### src/cpsc_pkg.sv
// Purpose: shared constants for the crosspoint serial configuration block
// Assumes: 8 outputs, 16 inputs, 5-bit route entry per output
// Notes: register map is reached over an ahb-lite slave port
package cpsc_pkg;

    // --------------------------------------------------------------
    // matrix geometry
    // --------------------------------------------------------------
    localparam int N_OUT = 8;          // crosspoint outputs
    localparam int SEL_W = 4;          // input selector width
    localparam int ENTRY_W = 5;        // selector plus off bit
    localparam int OFF_BIT = 4;        // off (high impedance) bit in entry
    localparam int FRAME_BITS = 40;    // full-frame length
    localparam int WORD_BITS = 8;      // single-output word length
    localparam int WORD_LSB = FRAME_BITS - WORD_BITS; // word position in shifter
    localparam int WORD_ADDR_LSB = 0;  // output number field
    localparam int WORD_ADDR_W = 3;
    localparam int WORD_SEL_LSB = 3;   // input selector field
    localparam int WORD_OFF_POS = 7;   // off bit of the word
    localparam int SYNC_W = 7;         // pins passing the synchroniser

    // entry values forced by the level pins
    localparam logic [ENTRY_W-1:0] ENTRY_OFF_ZERO = 5'h10; // input 0, off
    localparam logic [ENTRY_W-1:0] ENTRY_ON_ZERO = 5'h00;  // input 0, on

    // --------------------------------------------------------------
    // ahb-lite register map (byte addresses)
    // --------------------------------------------------------------
    localparam int AW = 8;                              // decoded address bits
    localparam logic [AW-1:0] ADDR_CTRL = 8'h00;        // serial enable, apply
    localparam logic [AW-1:0] ADDR_STATUS = 8'h04;      // live state flags
    localparam logic [AW-1:0] ADDR_ACTIVE_LO = 8'h08;   // active outputs 0..3
    localparam logic [AW-1:0] ADDR_ACTIVE_HI = 8'h0C;   // active outputs 4..7
    localparam logic [AW-1:0] ADDR_STAGE_LO = 8'h10;    // staged outputs 0..3
    localparam logic [AW-1:0] ADDR_STAGE_HI = 8'h14;    // staged outputs 4..7

    // field positions
    localparam int CTRL_EN_BIT = 0;     // serial port enable, reset 1
    localparam int CTRL_APPLY_BIT = 1;  // write 1 to apply staged data
    localparam int ST_ARMED_BIT = 0;
    localparam int ST_DIRTY_BIT = 1;
    localparam int ST_FOFF_BIT = 2;
    localparam int ST_AON_BIT = 3;
    localparam int ST_MODE_BIT = 4;
    localparam int PACK_STRIDE = 8;     // one byte per entry in read words
    localparam int HALF_OUT = 4;        // entries per read word

    localparam logic [1:0] HTRANS_NONSEQ = 2'h2;
    localparam logic [1:0] HRESP_OKAY = 2'h0;
    localparam logic CTRL_EN_RESET = 1'b1;

endpackage

### src/cpsc_sync.sv
// Purpose: two-flop synchroniser for the serial and level pins
// Assumes: pins are asynchronous to clk_sys_i
// Notes: first stage feeds only the second stage
`timescale 1ns/100ps
module cpsc_sync
    import cpsc_pkg::*;
(
    // clock and reset
    input wire logic clk_sys_i,
    input wire logic srst_i,
    // pins in, synchronised levels out
    input wire logic [SYNC_W-1:0] pin_i,
    output logic [SYNC_W-1:0] sync_o
);

    // --------------------------------------------------------------
    // state
    // --------------------------------------------------------------
    typedef struct packed {
        logic [SYNC_W-1:0] meta;  // first stage, read by second only
        logic [SYNC_W-1:0] sync;  // second stage
    } cpsc_sync_t;

    cpsc_sync_t s_reg;
    cpsc_sync_t s_next;

    // reset value: all pins low (select reads as asserted until its high level passes sync)
    localparam cpsc_sync_t SYNC_RESET = '0;

    // shift through both stages
    always_comb begin
        s_next.meta = pin_i;
        s_next.sync = s_reg.meta;
    end

    // register the copy
    always_ff @(posedge clk_sys_i) begin
        if (srst_i) begin
            s_reg <= SYNC_RESET;
        end else begin
            s_reg <= s_next;
        end
    end

    assign sync_o = s_reg.sync;

endmodule

### src/cpsc_serial_config.sv
// Purpose: serial configuration logic of a 16x8 analog crosspoint
// Assumes: serial clock is slow enough to be oversampled by clk_sys_i
// Notes: load shifter, staging bank and active bank, plus ahb-lite view
//
// The AHB-Lite interface to the registers and the register offsets were left to the implementer.
`timescale 1ns/100ps

module cpsc_serial_config
    import cpsc_pkg::*;
(
    // clock and reset
    input wire logic clk_sys_i,
    input wire logic srst_i,
    // serial configuration pins
    input wire logic sclk_i,
    input wire logic sel_n_i,
    input wire logic sdin_i,
    output logic sdout_o,
    input wire logic mode_i,
    input wire logic apply_i,
    // level override pins
    input wire logic force_off_i,
    input wire logic all_on_input_zero_i,
    // crosspoint matrix control
    output logic [N_OUT*SEL_W-1:0] route_sel_o,
    output logic [N_OUT-1:0] route_off_o,
    // ahb-lite slave
    input wire logic hsel_i,
    input wire logic [31:0] haddr_i,
    input wire logic [1:0] htrans_i,
    input wire logic hwrite_i,
    input wire logic [2:0] hsize_i,
    input wire logic [31:0] hwdata_i,
    input wire logic hready_i,
    output logic [31:0] hrdata_o,
    output logic hreadyout_o,
    output logic [1:0] hresp_o
);

    // --------------------------------------------------------------
    // state and types
    // --------------------------------------------------------------
    typedef logic [N_OUT-1:0][ENTRY_W-1:0] cpsc_bank_t;

    typedef struct packed {
        logic sclk_d;                  // previous synced serial clock
        logic apply_d;                 // previous synced apply strobe
        logic armed;                   // select seen low at a rising edge
        logic dirty;                   // staged data not yet applied
        logic serial_en;               // software enable of the serial port
        logic soft_apply;              // one-cycle apply from software
        logic [FRAME_BITS-1:0] sh;     // load shift register
        cpsc_bank_t stage;             // staged configuration
        cpsc_bank_t active;            // configuration driving the matrix
        logic sdout;                   // serial output flop
        logic wr_pend;                 // ahb write in data phase
        logic [AW-1:0] wr_addr;        // address of pending write
        logic [31:0] hrdata;           // read data for data phase
        logic hready;                  // always ready, zero wait states
    } cpsc_state_t;

    // force-off contents at reset so the matrix starts quiet
    localparam cpsc_state_t STATE_RESET = '{
        sclk_d: 1'b0, apply_d: 1'b0, armed: 1'b0, dirty: 1'b0,
        serial_en: CTRL_EN_RESET, soft_apply: 1'b0, sh: '0,
        stage: {N_OUT{ENTRY_OFF_ZERO}}, active: {N_OUT{ENTRY_OFF_ZERO}},
        sdout: 1'b0, wr_pend: 1'b0, wr_addr: '0, hrdata: '0, hready: 1'b1
    };

    cpsc_state_t s_reg;
    cpsc_state_t s_next;

    // synchronised pin levels
    logic [SYNC_W-1:0] pins_s;
    logic sclk_s;
    logic sel_n_s;
    logic sdin_s;
    logic mode_s;
    logic apply_s;
    logic foff_s;
    logic aon_s;

    // event terms for the logic, all but addr_phase also used by checks
    logic sclk_rise;
    logic sclk_fall;
    logic apply_req;
    logic addr_phase;

    // --------------------------------------------------------------
    // helpers
    // --------------------------------------------------------------
    // four entries of a bank, one per byte, for a read word
    function automatic logic [31:0] pack_half(input cpsc_bank_t bank, input logic hi);
        logic [31:0] w;
        w = '0;
        for (int i = 0; i < HALF_OUT; i++) begin
            w[i*PACK_STRIDE +: ENTRY_W] = bank[hi ? i + HALF_OUT : i];
        end
        return w;
    endfunction

    // --------------------------------------------------------------
    // pin synchronisers
    // --------------------------------------------------------------
    cpsc_sync u_sync (
        .clk_sys_i(clk_sys_i),
        .srst_i(srst_i),
        .pin_i({sclk_i, sel_n_i, sdin_i, mode_i, apply_i, force_off_i, all_on_input_zero_i}),
        .sync_o(pins_s)
    );

    assign {sclk_s, sel_n_s, sdin_s, mode_s, apply_s, foff_s, aon_s} = pins_s;

    // edges of the serial clock and the apply strobe
    assign sclk_rise = sclk_s & ~s_reg.sclk_d & s_reg.serial_en;
    assign sclk_fall = ~sclk_s & s_reg.sclk_d & s_reg.serial_en;
    assign apply_req = (apply_s & ~s_reg.apply_d) | s_reg.soft_apply;
    assign addr_phase = hsel_i & (htrans_i == HTRANS_NONSEQ) & hready_i;

    // --------------------------------------------------------------
    // next-state logic
    // --------------------------------------------------------------
    always_comb begin
        logic [WORD_BITS-1:0] word;
        logic [WORD_ADDR_W-1:0] tgt;
        word = s_reg.sh[WORD_LSB +: WORD_BITS];
        tgt = word[WORD_ADDR_LSB +: WORD_ADDR_W];
        s_next = s_reg;
        s_next.sclk_d = sclk_s;
        s_next.apply_d = apply_s;
        s_next.soft_apply = 1'b0;

        // a rising edge with select low arms the shifter
        if (sclk_rise && !sel_n_s) begin
            s_next.armed = 1'b1;
        end else if (sclk_rise && s_reg.armed) begin
            // rise after select high ends the load
            s_next.armed = 1'b0;
            s_next.dirty = 1'b1;
            if (!mode_s) begin
                // frame fills every entry in place
                s_next.stage = s_reg.sh;
            end else begin
                s_next.stage[tgt] = {word[WORD_OFF_POS], word[WORD_SEL_LSB +: SEL_W]};
            end
        end

        // falling edge shifts only while armed and selected
        if (sclk_fall && s_reg.armed && !sel_n_s) begin
            s_next.sh = {sdin_s, s_reg.sh[FRAME_BITS-1:1]};
        end

        // oldest bit leaves on the rise, stable for the next fall
        if (sclk_rise) begin
            s_next.sdout = s_reg.sh[0];
        end

        // apply copies staging only when new data exists
        if (apply_req && s_reg.dirty) begin
            s_next.active = s_next.stage;
            s_next.dirty = 1'b0;
        end

        // all-on level overrides the active bank
        if (aon_s) begin
            s_next.active = {N_OUT{ENTRY_ON_ZERO}};
        end

        // force-off comes last so it wins
        if (foff_s) begin
            s_next.active = {N_OUT{ENTRY_OFF_ZERO}};
            s_next.stage = {N_OUT{ENTRY_OFF_ZERO}};
            s_next.dirty = 1'b0;
        end

        // ahb data phase: writes land here
        s_next.wr_pend = 1'b0;
        if (s_reg.wr_pend && s_reg.wr_addr == ADDR_CTRL) begin
            s_next.serial_en = hwdata_i[CTRL_EN_BIT];
            s_next.soft_apply = hwdata_i[CTRL_APPLY_BIT];
        end

        // ahb address phase: latch writes, fetch reads from fresh values
        if (addr_phase && hwrite_i) begin
            s_next.wr_pend = 1'b1;
            s_next.wr_addr = haddr_i[AW-1:0];
        end
        if (addr_phase && !hwrite_i) begin
            unique case (haddr_i[AW-1:0])
                ADDR_CTRL: begin
                    s_next.hrdata = '0;
                    s_next.hrdata[CTRL_EN_BIT] = s_next.serial_en;
                end
                ADDR_STATUS: begin
                    s_next.hrdata = '0;
                    s_next.hrdata[ST_ARMED_BIT] = s_reg.armed;
                    s_next.hrdata[ST_DIRTY_BIT] = s_reg.dirty;
                    s_next.hrdata[ST_FOFF_BIT] = foff_s;
                    s_next.hrdata[ST_AON_BIT] = aon_s;
                    s_next.hrdata[ST_MODE_BIT] = mode_s;
                end
                ADDR_ACTIVE_LO: s_next.hrdata = pack_half(s_reg.active, 1'b0);
                ADDR_ACTIVE_HI: s_next.hrdata = pack_half(s_reg.active, 1'b1);
                ADDR_STAGE_LO: s_next.hrdata = pack_half(s_reg.stage, 1'b0);
                ADDR_STAGE_HI: s_next.hrdata = pack_half(s_reg.stage, 1'b1);
                // unmapped reads return zero, still okay
                default: s_next.hrdata = '0;
            endcase
        end
    end

    // register the whole state
    always_ff @(posedge clk_sys_i) begin
        if (srst_i) begin
            s_reg <= STATE_RESET;
        end else begin
            s_reg <= s_next;
        end
    end

    // --------------------------------------------------------------
    // outputs straight from flops, hresp_o tied to okay
    // --------------------------------------------------------------
    always_comb begin
        for (int i = 0; i < N_OUT; i++) begin
            route_sel_o[i*SEL_W +: SEL_W] = s_reg.active[i][SEL_W-1:0];
            route_off_o[i] = s_reg.active[i][OFF_BIT];
        end
    end
    assign sdout_o = s_reg.sdout;
    assign hrdata_o = s_reg.hrdata;
    assign hreadyout_o = s_reg.hready;
    assign hresp_o = HRESP_OKAY;
endmodule

### config.mk
export PLATFORM = sky130hd
export DESIGN_NAME = cpsc_serial_config
export DESIGN_NICKNAME = d
export VERILOG_FILES = /design/src/cpsc_pkg.sv /design/src/cpsc_sync.sv /design/src/cpsc_serial_config.sv
export SDC_FILE = /design/constraint.sdc
export NUM_CORES = 1
export LEC_CHECK = 0
export BUFFER_PORTS_ARGS = -buffer_cell sky130_fd_sc_hd__buf_2
export CORE_UTILIZATION = 25
export DETAILED_ROUTE_END_ITERATION = 6
export GPL_TIMING_DRIVEN = 0
export SLEW_MARGIN = 0
export SYNTH_ARGS = -nofsm -noshare
export SYNTH_HDL_FRONTEND = slang
export SYNTH_SLANG_ARGS = --single-unit
### constraint.sdc
create_clock -name clk_sys_i -period 1.95 [get_ports clk_sys_i]
set_input_delay 0.4875 -clock clk_sys_i [delete_from_list [all_inputs] [get_ports clk_sys_i]]
set_output_delay 0.4875 -clock clk_sys_i [all_outputs]
set_load 0.05 [all_outputs]
After elaboration in Yosys (flattened, before gate mapping). Index checks and enable logic that the tools add are counted.

Add/sub/neg operators: 0. $mul: 0. Div/mod/pow operators: 0. Magnitude comparators: 2. Eq/ne operators: 6. Shift operators: 0. Multiplexer cells: 13. Bitwise operators: 13. Reduce and logical (&&, ||, !) cells: 20.

Operators by type and width (count): $mux 40 (5); $pmux 29 s6 (1); $bwmux 40 (1); $eq 8x4->1 const B (2); $eq 8x5->1 const B (2); $logic_not 8->1 (2); $demux 5 s3 (1); $logic_and 1x1->1 (9); $mux 9 (1); $eq 8x3->1 const B (1); $and 1x1->1 (7); $reduce_or 3->1 (2); $mux 5 (1); $not 1->1 (5); $lt 3x4->1 const B (1); $mux 2 (2); $reduce_bool 2->1 (2); $reduce_or 2->1 (2); $ge 3x1->1 const B (1); $eq 2x2->1 const B (1); $logic_not 1->1 (2); $reduce_and 2->1 (1); $mux 1 (1); $or 1x1->1 (1).

Bits in registers: 182. Latch bits: 0. RAM bits: 0. Memory bits (read-only): 0. Input bits: 81. Memories kept: 0.

Longest topological paths before layout. Gate-level depths: netlist of the first run.

Depth in word-level cells: 10. Gate-level depth with buffers: 8. Mapped depth without buffers: 5.

Cells and area by module. A second synthesis of the first run with hierarchy kept.

Cells, all modules: 938. Area, all modules: 8056.5 µm².

Modules (own cells, without submodules): cpsc_serial_config (times used 1, cells an instance 909, area an instance 7648.6 µm², seq. area each 3123.0 µm²); cpsc_sync (times used 1, cells an instance 29, area an instance 407.9 µm², seq. area each 280.3 µm²).

Worst setup path before layout of the first run. Ideal clock, no wire load.

Kind: input -> register. Start point: input haddr_i[7]. End point: register s_reg, in the netlist hrdata_o[10]. Setup time: 59 ps. Arrival time: 1830 ps. Required time: 1891 ps. Slack: 61 ps. Stages on the path: 7. Buffers on the path: 2. Path through: or3_1 -> buf_2 -> nor3_4 -> nand3_1 -> nor2_2 -> buf_4 -> a22o_1.

Cells in the longest elaborated chain, start to end: 2.

Ends and longest elaborated chain: from (decl) (RTL line cpsc_serial_config.sv:29) `input wire logic [31:0] haddr_i,`; $eq 8x5->1, or another cell as far along (RTL line cpsc_serial_config.sv:189) `unique case (haddr_i[AW-1:0])`; $pmux 29 s6 (*) (RTL line cpsc_serial_config.sv:189); to (signal assigned) (RTL line cpsc_serial_config.sv:217) `s_reg <= s_next;`; to (decl) (RTL line cpsc_serial_config.sv:70) `cpsc_state_t s_reg;`.

Mark *: on every way between the ends. The rest lies on a longest branch, timed or not. A chain may end at the register's enable or synchronous reset.

Worst setup path after layout of the first run.
Start point: input haddr_i[2]. End point: register s_reg, in the netlist hrdata_o[2].

Same word-level chain as after synthesis.

==> impl_metrics.tcl, run 1 <==
set metrics [dict create \
    hp-start "force_off_i" \
    clockBufferDepth 2 \
    slew_viol_final 0 \
    syn_area_per_cell_um2 8.48 \
    syn_area_mm2 0.00789 \
    async_reset_ff_share_pct 0 \
    highest_layer "met4" \
    final-hold-violation-count 0 \
    pwr-share-comb_pct 6.1 \
    clock_skew_ns 0.0100 \
    wl_um 24900 \
    grt-ovfl-total 0 \
    vias 7117 \
    worstReg2RegEnd "route_sel_o[25]" \
    violations "DRC" \
    drt_iter0_markers 703 \
    grt_max_degree 17 \
    period_share_pct 98.2 \
    cp.arrival_ns 2.24 \
    r2r_start "s_reg[164]" \
    antenna_cells 0 \
    ios 157 \
    cts.sinks 170 \
    worst_pin_slew_ns 0.799 \
    die_area_mm2 0.0323 \
    grt_usage_pct 15.4 \
    reg2reg_depth 8 \
    synth.distinct_cells 56 \
    synthCells 931 \
    synth-edff-count 0 \
    cts.htree.levels 4 \
    met1Wirelength_um 11300 \
    core_mm2 0.0308 \
    min_period_ns 1.92 \
    maxSlewHeadroom_pct 46.7 \
    drv_cap 0 \
    io_buffers 82 \
    hold_path_class "input port to register" \
    min_to "u_sync.s_next[1]" \
    via_per_inst 4.85 \
    clk_pin_slew_worst_paths_ns 0.07 \
    wl_per_cell_um 16.9 \
    ys_seq_area_share_pct 43.1 \
    min_path_cells 2 \
    cellPowerDensity_mw_per_mm2 765 \
    yosysWarnings 0 \
    worstSetupStartpointType "input port" \
    antenna_left 0 \
    swShare_pct 24.0 \
    place_congestion 0.927 \
    dieHeight_um 180 \
    fin_setup_tns_ns 0 \
    root_buffer "clkbuf_16" \
    rsz0062_at_grt "yes" \
    dp_hpwl_um 18900 \
    largest_reg_flops 95 \
    dpl_cell_area_mm2 0.00885 \
    nFillCells 3242 \
    start_util_pct 25.6 \
    criticalPathCategory "input port to register" \
    power.switching_mw 1.80 \
    drive_gt1_share_pct 25.7 \
    cp_max_fo 10 \
    wl_met3_um 1360 \
    clk_latency_ns 0.44 \
    layout.nets 1140 \
    fmax_ghz 0.522 \
    dr.pass1.iters 7 \
    final-setup-viol-count 0 \
    numCtsBuffers 17 \
    intPower_mw 5.70 \
    p_total_mw 7.50 \
    ys.flop_type "dfxtp_1" \
    first_global_vias 6740 \
    regToRegSetupSlack_ns 0.08 \
    power.share.sequential_pct 47.0 \
    fin_area_mm2 0.00980 \
    grt_first_pass_wirelength_um 38700 \
    ir_drop_uv 562 \
    fp-row-count 64 \
    p_leak_nw 3.96 \
    critPathRequiredTime_ns 2.28 \
    end_kind "register" \
    wl_met2_um 11700 \
    postCtsHoldBufs 0 \
    die_width_um 180 \
    p_clk_share_pct 46.8 \
    ys_ff_latch 170 \
    status "complete, but fails checks" \
    cts_tree "done" \
    area_growth_pct 24.2 \
    holdWs_ns 0.256 \
    drc 16 \
    antenna_found_initial 0 \
]
## synthesized netlist by cell type, types with 4 or more instances
master	count	share of area, %
mux2i_1	47	6.0
o32ai_1	20	2.2
buf_2	9	0.57
a221oi_1	10	1.1
nand2_1	127	6.0
buf_1	4	0.19
o21a_1	10	0.95
nand4b_1	7	0.78
clkbuf_1	54	2.6
nor4_1	4	0.32
nand3b_1	7	0.67
inv_1	15	0.71
a22oi_1	8	0.76
o311ai_0	4	0.44
a211o_1	7	0.78
nand3_1	10	0.63
dfxtp_1	170	43
a22o_1	15	1.7
a21oi_1	66	4.2
a211oi_1	14	1.3
nand2b_1	5	0.40
o22ai_1	15	1.2
nor2b_1	21	1.7
nor3_1	24	1.5
o2bb2ai_1	7	0.78
buf_4	76	7.2
o21ai_0	32	2.0
nor2_1	84	4.0
and2_1	16	1.3
nor3b_1	4	0.38
## layout by cell type (no fill, tap or decap), types with 8 or more instances in the layout
master / n
clkbuf_16: 17
o22ai_1: 15
o21ai_0: 32
a21oi_1: 66
a22oi_1: 8
dfxtp_1: 167
nor3_1: 17
o21a_1: 10
mux2i_1: 45
a221oi_1: 9
nor2b_1: 21
a22o_1: 15
inv_1: 15
a211oi_1: 11
nand3_1: 9
clkbuf_1: 29
nand2_1: 126
buf_4: 89
o32ai_1: 20
buf_2: 89
and2_1: 16
clkbuf_2: 19
conb_1: 15
nor2_1: 82
## routing by layer
| layer | up-vias | GRT usage, % |
|---|---|---|
| li1 | 3454 | - |
| met1 | 3382 | 20.2 |
| met2 | 246 | 25.3 |
| met3 | 35 | 2.82 |
| met4 | 0 | 5.17 |
| met5 | - | 0 |
## timing repair
action | in CTS | in global routing
buffers inserted | 4 | 11
resized for setup | 36 | 46
pin swaps | 3 | 5
setup endpoints to repair | 115 | 102
endpoints found under the hold margin | 0 | 0
## worst max-delay path by stage
stage               slack (ns)  startpoint         endpoint  cells past startpoint
floorplan                 0.06  haddr_i[7]     hrdata_o[10]                      7
global placement         -0.60      srst_i   route_sel_o[8]                      7
detailed placement       -0.63      srst_i   route_sel_o[9]                      7
CTS                    -0.0009  s_reg[164]       s_reg[132]                      7
global route             -0.03  s_reg[156]  route_sel_o[11]                      7
finish                    0.03  haddr_i[2]      hrdata_o[2]                      7
## stage by stage
step                      util, %  cells  worst slack [ns]
after global routing         31.8   1468           -0.0313
after detailed placement     28.7   1422            -0.634
after global placement       28.7   1422            -0.600
after floorplan                 -    944            0.0612
after CTS                    31.1   1458         -0.000880
final                        31.8   1468            0.0344
## power groups by stage
stage / Sequential, mW / Clock (mW) / Combinational, mW
final: 3.53 / 3.51 / 0.460
after global routing: 3.53 / 3.72 / 0.492
after detailed placement: 3.60 / 0 / 0.443
after floorplan: 3.59 / 0 / 0.319
after global placement: 3.60 / 0 / 0.439
after CTS: 3.53 / 3.55 / 0.450
## final cells by class
class / count / area (um^2) / area share, %
Clock inverter: 13 / 166 / 1.70
Inverter: 15 / 56.3 / 0.574
Timing Repair Buffer: 97 / 548 / 5.59
Clock buffer: 19 / 443 / 4.52
Tap cell: 396 / 495 / 5.05
Multi-Input combinational cell: 615 / 3790 / 38.7
Sequential cell: 170 / 3410 / 34.8
Buffer: 143 / 896 / 9.14
## critical path, stage by stage
cell       delay [ns]
buf_2            0.11
buf_2            0.25
buf_1            0.62
nor2_1           0.20
a2bb2oi_1        0.24
o2bb2ai_1        0.14
a22o_1           0.19
## cell families after synthesis
| family | Yosys count | share of synthesized area, % |
|---|---|---|
| AND/OR/NAND/NOR | 326 | 19.5 |
| AO/OA/AOI/OAI | 224 | 19.5 |
| flip-flops | 170 | 43.1 |
| buffers and inverters | 159 | 11.3 |
| multiplexers | 50 | 6.39 |
| other | 2 | 0.0952 |
Power figures use the tool's default switching activity.
==> run 2, diff against run 1 <==
Settings changed: RECOVER_POWER from default to 100.
==> run 2 against run 1 <==
The run still ends with DRC left. Global-route usage unchanged. Fmax about the same. Die area stayed put. Combinational power barely moved. Via count is 1.0% lower. Clock power about the same. Sequential power is essentially flat. Cell count did not move. Critical path type unchanged. Critical endpoint unchanged.
==> impl_metrics.tcl, run 2 (synthesis gave the netlist of run 1 again) <==
set metrics [dict create \
    status "complete, but fails checks" \
    violations "DRC" \
    antenna_left 0 \
    drt_iter0_markers 731 \
    via_per_inst 4.80 \
    grt_max_degree 17 \
    final-hold-violation-count 0 \
    antenna_found_initial 0 \
    antenna_cells 0 \
    startpoint "haddr_i[2]" \
    first_global_vias 6740 \
    p_leak_nw 3.91 \
    min_period_ns 1.92 \
    worst_pin_slew_ns 0.791 \
    drc 6 \
    endpoint "hrdata_o[2]" \
    worstSetupStartpointType "input port" \
    cts.htree.levels 4 \
    vias 7044 \
    io_buffers 82 \
    layout.nets 1140 \
    dp_worst_setup_slack_ns -0.634 \
    cp.arrival_ns 2.24 \
    numCtsBuffers 17 \
    grt_usage_pct 15.4 \
    hold_path_class "input port to register" \
    drv_cap 0 \
    ios 157 \
    layout_commonest_cell "dfxtp_1" \
    end_kind "register" \
    final-setup-viol-count 0 \
    clk_latency_ns 0.43 \
    dp_hpwl_um 18900 \
    core_mm2 0.0308 \
    die_area_mm2 0.0323 \
    critPathRequiredTime_ns 2.28 \
    postCtsHoldBufs 0 \
    place_congestion 0.927 \
    grt_first_pass_wirelength_um 38700 \
    r2r_start "s_reg[164]" \
    wl_per_cell_um 16.9 \
    criticalPathCategory "input port to register" \
    wl_um 24800 \
    fmax_ghz 0.522 \
    min_path_cells 2 \
    finalWorstSetupSlack_ns 0.0345 \
    cts_tree "done" \
    largest_reg_flops 95 \
    drive_gt1_share_pct 25.0 \
    final_util_pct 31.8 \
    root_buffer "clkbuf_16" \
    dieHeight_um 180 \
    slew_viol_final 0 \
    maxSlewHeadroom_pct 47.3 \
    start_util_pct 25.6 \
    fp-row-count 64 \
    die_width_um 180 \
    period_share_pct 98.2 \
    clock_skew_ns 0.00945 \
    clk_pin_slew_worst_paths_ns 0.07 \
    cts.sinks 170 \
    nFillCells 3240 \
    grt-ovfl-total 0 \
    ir_drop_uv 557 \
    reg2reg_depth 8 \
    dr.pass1.iters 7 \
    worstReg2RegEnd "route_sel_o[9]" \
    rsz0062_at_grt "yes" \
    layout_common_cells "167 x dfxtp_1, 126 x nand2_1, 89 x buf_4" \
    cellPowerDensity_mw_per_mm2 766 \
    clockBufferDepth 2 \
    cp_max_fo 10 \
    hp-start "force_off_i" \
    regToRegSetupSlack_ns 0.07 \
    area_growth_pct 24.1 \
]
-- run 2: worst min path at each step --
stage	end
floorplan	u_sync.sync_o[0]
global placement	u_sync.sync_o[3]
detailed placement	u_sync.sync_o[2]
CTS	u_sync.s_next[1]
global route	u_sync.s_next[2]
finish	u_sync.s_next[1]
-- run 2: repair_timing --
item / in CTS / in global routing
resized for setup: 36 / 46
buffers inserted: 4 / 11
endpoints found under the setup margin: 115 / 102
pin swaps: 3 / 5
-- run 2: final cells by class --
cell class / instances / area [um^2] / area share, %
Sequential cell: 170 / 3410 / 34.8
Buffer: 143 / 896 / 9.15
Timing Repair Buffer: 97 / 539 / 5.51
Clock buffer: 19 / 443 / 4.52
Inverter: 15 / 56.3 / 0.575
Multi-Input combinational cell: 615 / 3790 / 38.7
Tap cell: 396 / 495 / 5.06
Clock inverter: 13 / 166 / 1.70
-- run 2: routing by layer --
layer	vias up	GRT usage (%)	wire length, um
li1	3442	-	-
met1	3319	20.2	11200
met2	249	25.3	11700
met3	34	2.82	1440
met4	0	5.17	503
met5	-	0	0
-- run 2: critical path: stages --
cell	delay, ns
buf_2	0.11
buf_2	0.25
buf_1	0.63
nor2_1	0.20
a2bb2oi_1	0.24
o2bb2ai_1	0.14
a22o_1	0.19
-- run 2: stage by stage --
step | std cells | instance area, um^2 | TNS, ns | power [mW] | hold WS [ns]
after floorplan | 944 | 7940 | 0 | 3.91 | 0.414
after CTS | 1458 | 9590 | -0.000880 | 7.53 | 0.248
after global routing | 1468 | 9790 | -0.279 | 7.74 | 0.261
final | 1468 | 9790 | 0 | 7.50 | 0.260
after detailed placement | 1422 | 8850 | -29.75 | 4.05 | 0.427
after global placement | 1422 | 8850 | -26.87 | 4.04 | 0.422
-- run 2: power by group --
part	switching, mW	leakage (nW)	internal, mW
Sequential	0.0275	1.38	3.50
Clock	1.45	0.296	2.06
Combinational	0.323	2.24	0.139
==> run 3, diff against run 2 <==
Settings changed: ABC_CLOCK_PERIOD_IN_PS from default to 2100, TNS_END_PERCENT from default to 30.
Clock period 1.95 ns to 2.1 ns, I/O delays scaled along.
==> run 3 against run 2 <==
The run still ends with DRC left. Via count fell by 0.37%. Register-to-register slack got worse by 0.03 ns. Global-route usage barely moved. Critical path depth did not move. Largest power group unchanged. Hold slack improved by 0.034 ns. Power fell by 7.3%.
==> impl_metrics.tcl, run 3 (synthesis gave the netlist of run 1 again) <==
set metrics [dict create \
    layout_common_cells "168 x dfxtp_1, 127 x nand2_1, 102 x clkbuf_1" \
    cts_tree "done" \
    dieHeight_um 180 \
    crit_buf_inv 2 \
    die_width_um 180 \
    postCtsHoldBufs 0 \
    grt_usage_pct 15.3 \
    antenna_found_initial 0 \
    largest_reg_flops 95 \
    antenna_cells 0 \
    dpl_cell_area_mm2 0.00885 \
    grt_max_degree 17 \
    numCtsBuffers 17 \
    worst_path_max_delay_cell "or3_1" \
    critPathRequiredTime_ns 2.43 \
    fp-row-count 64 \
    final-hold-violation-count 0 \
    drc 10 \
    fin_area_mm2 0.00951 \
    power.switching_mw 1.67 \
    clk_latency_ns 0.43 \
    final-setup-viol-count 0 \
    die_area_mm2 0.0323 \
    area_growth_pct 20.5 \
    place_congestion 0.927 \
    cp_max_fo 10 \
    drt_iter0_markers 620 \
    p_leak_nw 3.56 \
    intPower_mw 5.29 \
    root_buffer "clkbuf_16" \
    wl_per_cell_um 17.0 \
    cts.sinks 170 \
    pwr-share-comb_pct 6.0 \
    worstPathCellList "clkbuf_4 -> and4b_1 -> buf_2 -> nand2_1 -> nor4_1 -> or3_1 -> o311ai_1" \
    dr.pass1.iters 7 \
    slew_viol_final 0 \
    start_util_pct 25.6 \
    antenna_left 0 \
    worst_pin_slew_ns 0.800 \
    first_global_vias 6705 \
    drive_gt1_share_pct 16.9 \
    fin_setup_tns_ns 0 \
    hold_path_class "input port to register" \
    crit_family "simple AND/OR/NAND/NOR gates" \
    min_period_ns 2.06 \
    max_stage_delay_ns 0.43 \
    swShare_pct 24.0 \
    layout.nets 1129 \
    grt_first_pass_wirelength_um 38600 \
    cp.arrival_ns 2.40 \
    nFillCells 3294 \
    vias 7018 \
    clock_skew_ns 0.00992 \
    grt-ovfl-total 0 \
    via_per_inst 4.82 \
    end_kind "register" \
    cellPowerDensity_mw_per_mm2 731 \
    clockBufferDepth 2 \
    wl_um 24800 \
    rsz0062_at_grt "yes" \
    worstSetupStartpointType "register" \
    violations "DRC" \
    cts.htree.levels 4 \
    io_buffers 82 \
    maxSlewHeadroom_pct 46.7 \
    core_mm2 0.0308 \
    power.share.sequential_pct 47.1 \
    dp_hpwl_um 18900 \
    status "complete, but fails checks" \
    period_share_pct 98.2 \
    ir_drop_uv 509 \
    holdWs_ns 0.294 \
    fmax_ghz 0.485 \
    ios 157 \
    layout_commonest_cell "dfxtp_1" \
    p_clk_share_pct 46.9 \
    criticalPathCategory "register to register" \
    drv_cap 0 \
    final_util_pct 30.8 \
    clk_pin_slew_worst_paths_ns 0.07 \
]
## run 3: changes by cell type in the layout (fill, tap and decap cells not counted), sizes merged
cell / previous run / this run
dlymetal6s2s: 0 / 1
buf: 162 / 99
clkbuf: 97 / 148
## run 3: final timing paths
kind | from | end | slack [ns] | cells after the start
worst min-delay path | force_off_i | u_sync.s_next[1] | 0.29 | 2
worst max register to register | s_reg[164] | route_off_o[6] | 0.04 | 7
worst min register to register | u_sync.s_next[4] | u_sync.sync_o[4] | 0.43 | 1
worst max-delay path | s_reg[164] | route_off_o[6] | 0.04 | 7
## run 3: final cells by class
type	count	area [um^2]	share of cell area, %
buffer	143	861	9.06
timing repair buffer	86	379	3.99
sequential	170	3410	35.8
multi-input combinational	615	3700	38.9
tap	396	495	5.21
clock inverter	13	166	1.75
inverter	15	56.3	0.592
clock buffer	19	443	4.66
## run 3: worst reg2reg max path, delay by kind of cell, from the launching register on
kind | cells | cell delay, ns
and+or+nand+nor | 4 | 1.08
buffers and inverters | 2 | 0.35
AOI/OAI and AO/OA | 1 | 0.23
DFF | 1 | 0.30
## run 3: timing repair
item / in CTS / in global routing
gates cloned: 0 / 0
setup buffers: 0 / 4
endpoints found under the setup margin: 66 / 97
gates resized for setup: 9 / 38
pin swaps: 2 / 4
## run 3: power by group through the flow
stage	clock (mW)	combinational, mW	sequential, mW
after CTS	3.30	0.414	3.27
after floorplan	0	0.296	3.34
after global routing	3.46	0.444	3.27
final	3.26	0.415	3.27
after global placement	0	0.407	3.35
after detailed placement	0	0.411	3.35
## run 3: layer usage
metal	vias to the layer above	global-route usage, %	part of all wire, %
met2	251	25.3	47
met5	-	0	0
met4	0	5.10	1.8
met3	31	2.76	5.9
li1	3421	-	-
met1	3315	20.2	46
## run 3: stage by stage
stage	instances	setup WS [ns]	total power, mW
global route	1457	-0.0398	7.17
floorplan	944	0.174	3.63
detailed placement	1422	-0.522	3.76
finish	1457	0.0377	6.95
CTS	1454	-0.000484	6.99
global placement	1422	-0.487	3.75
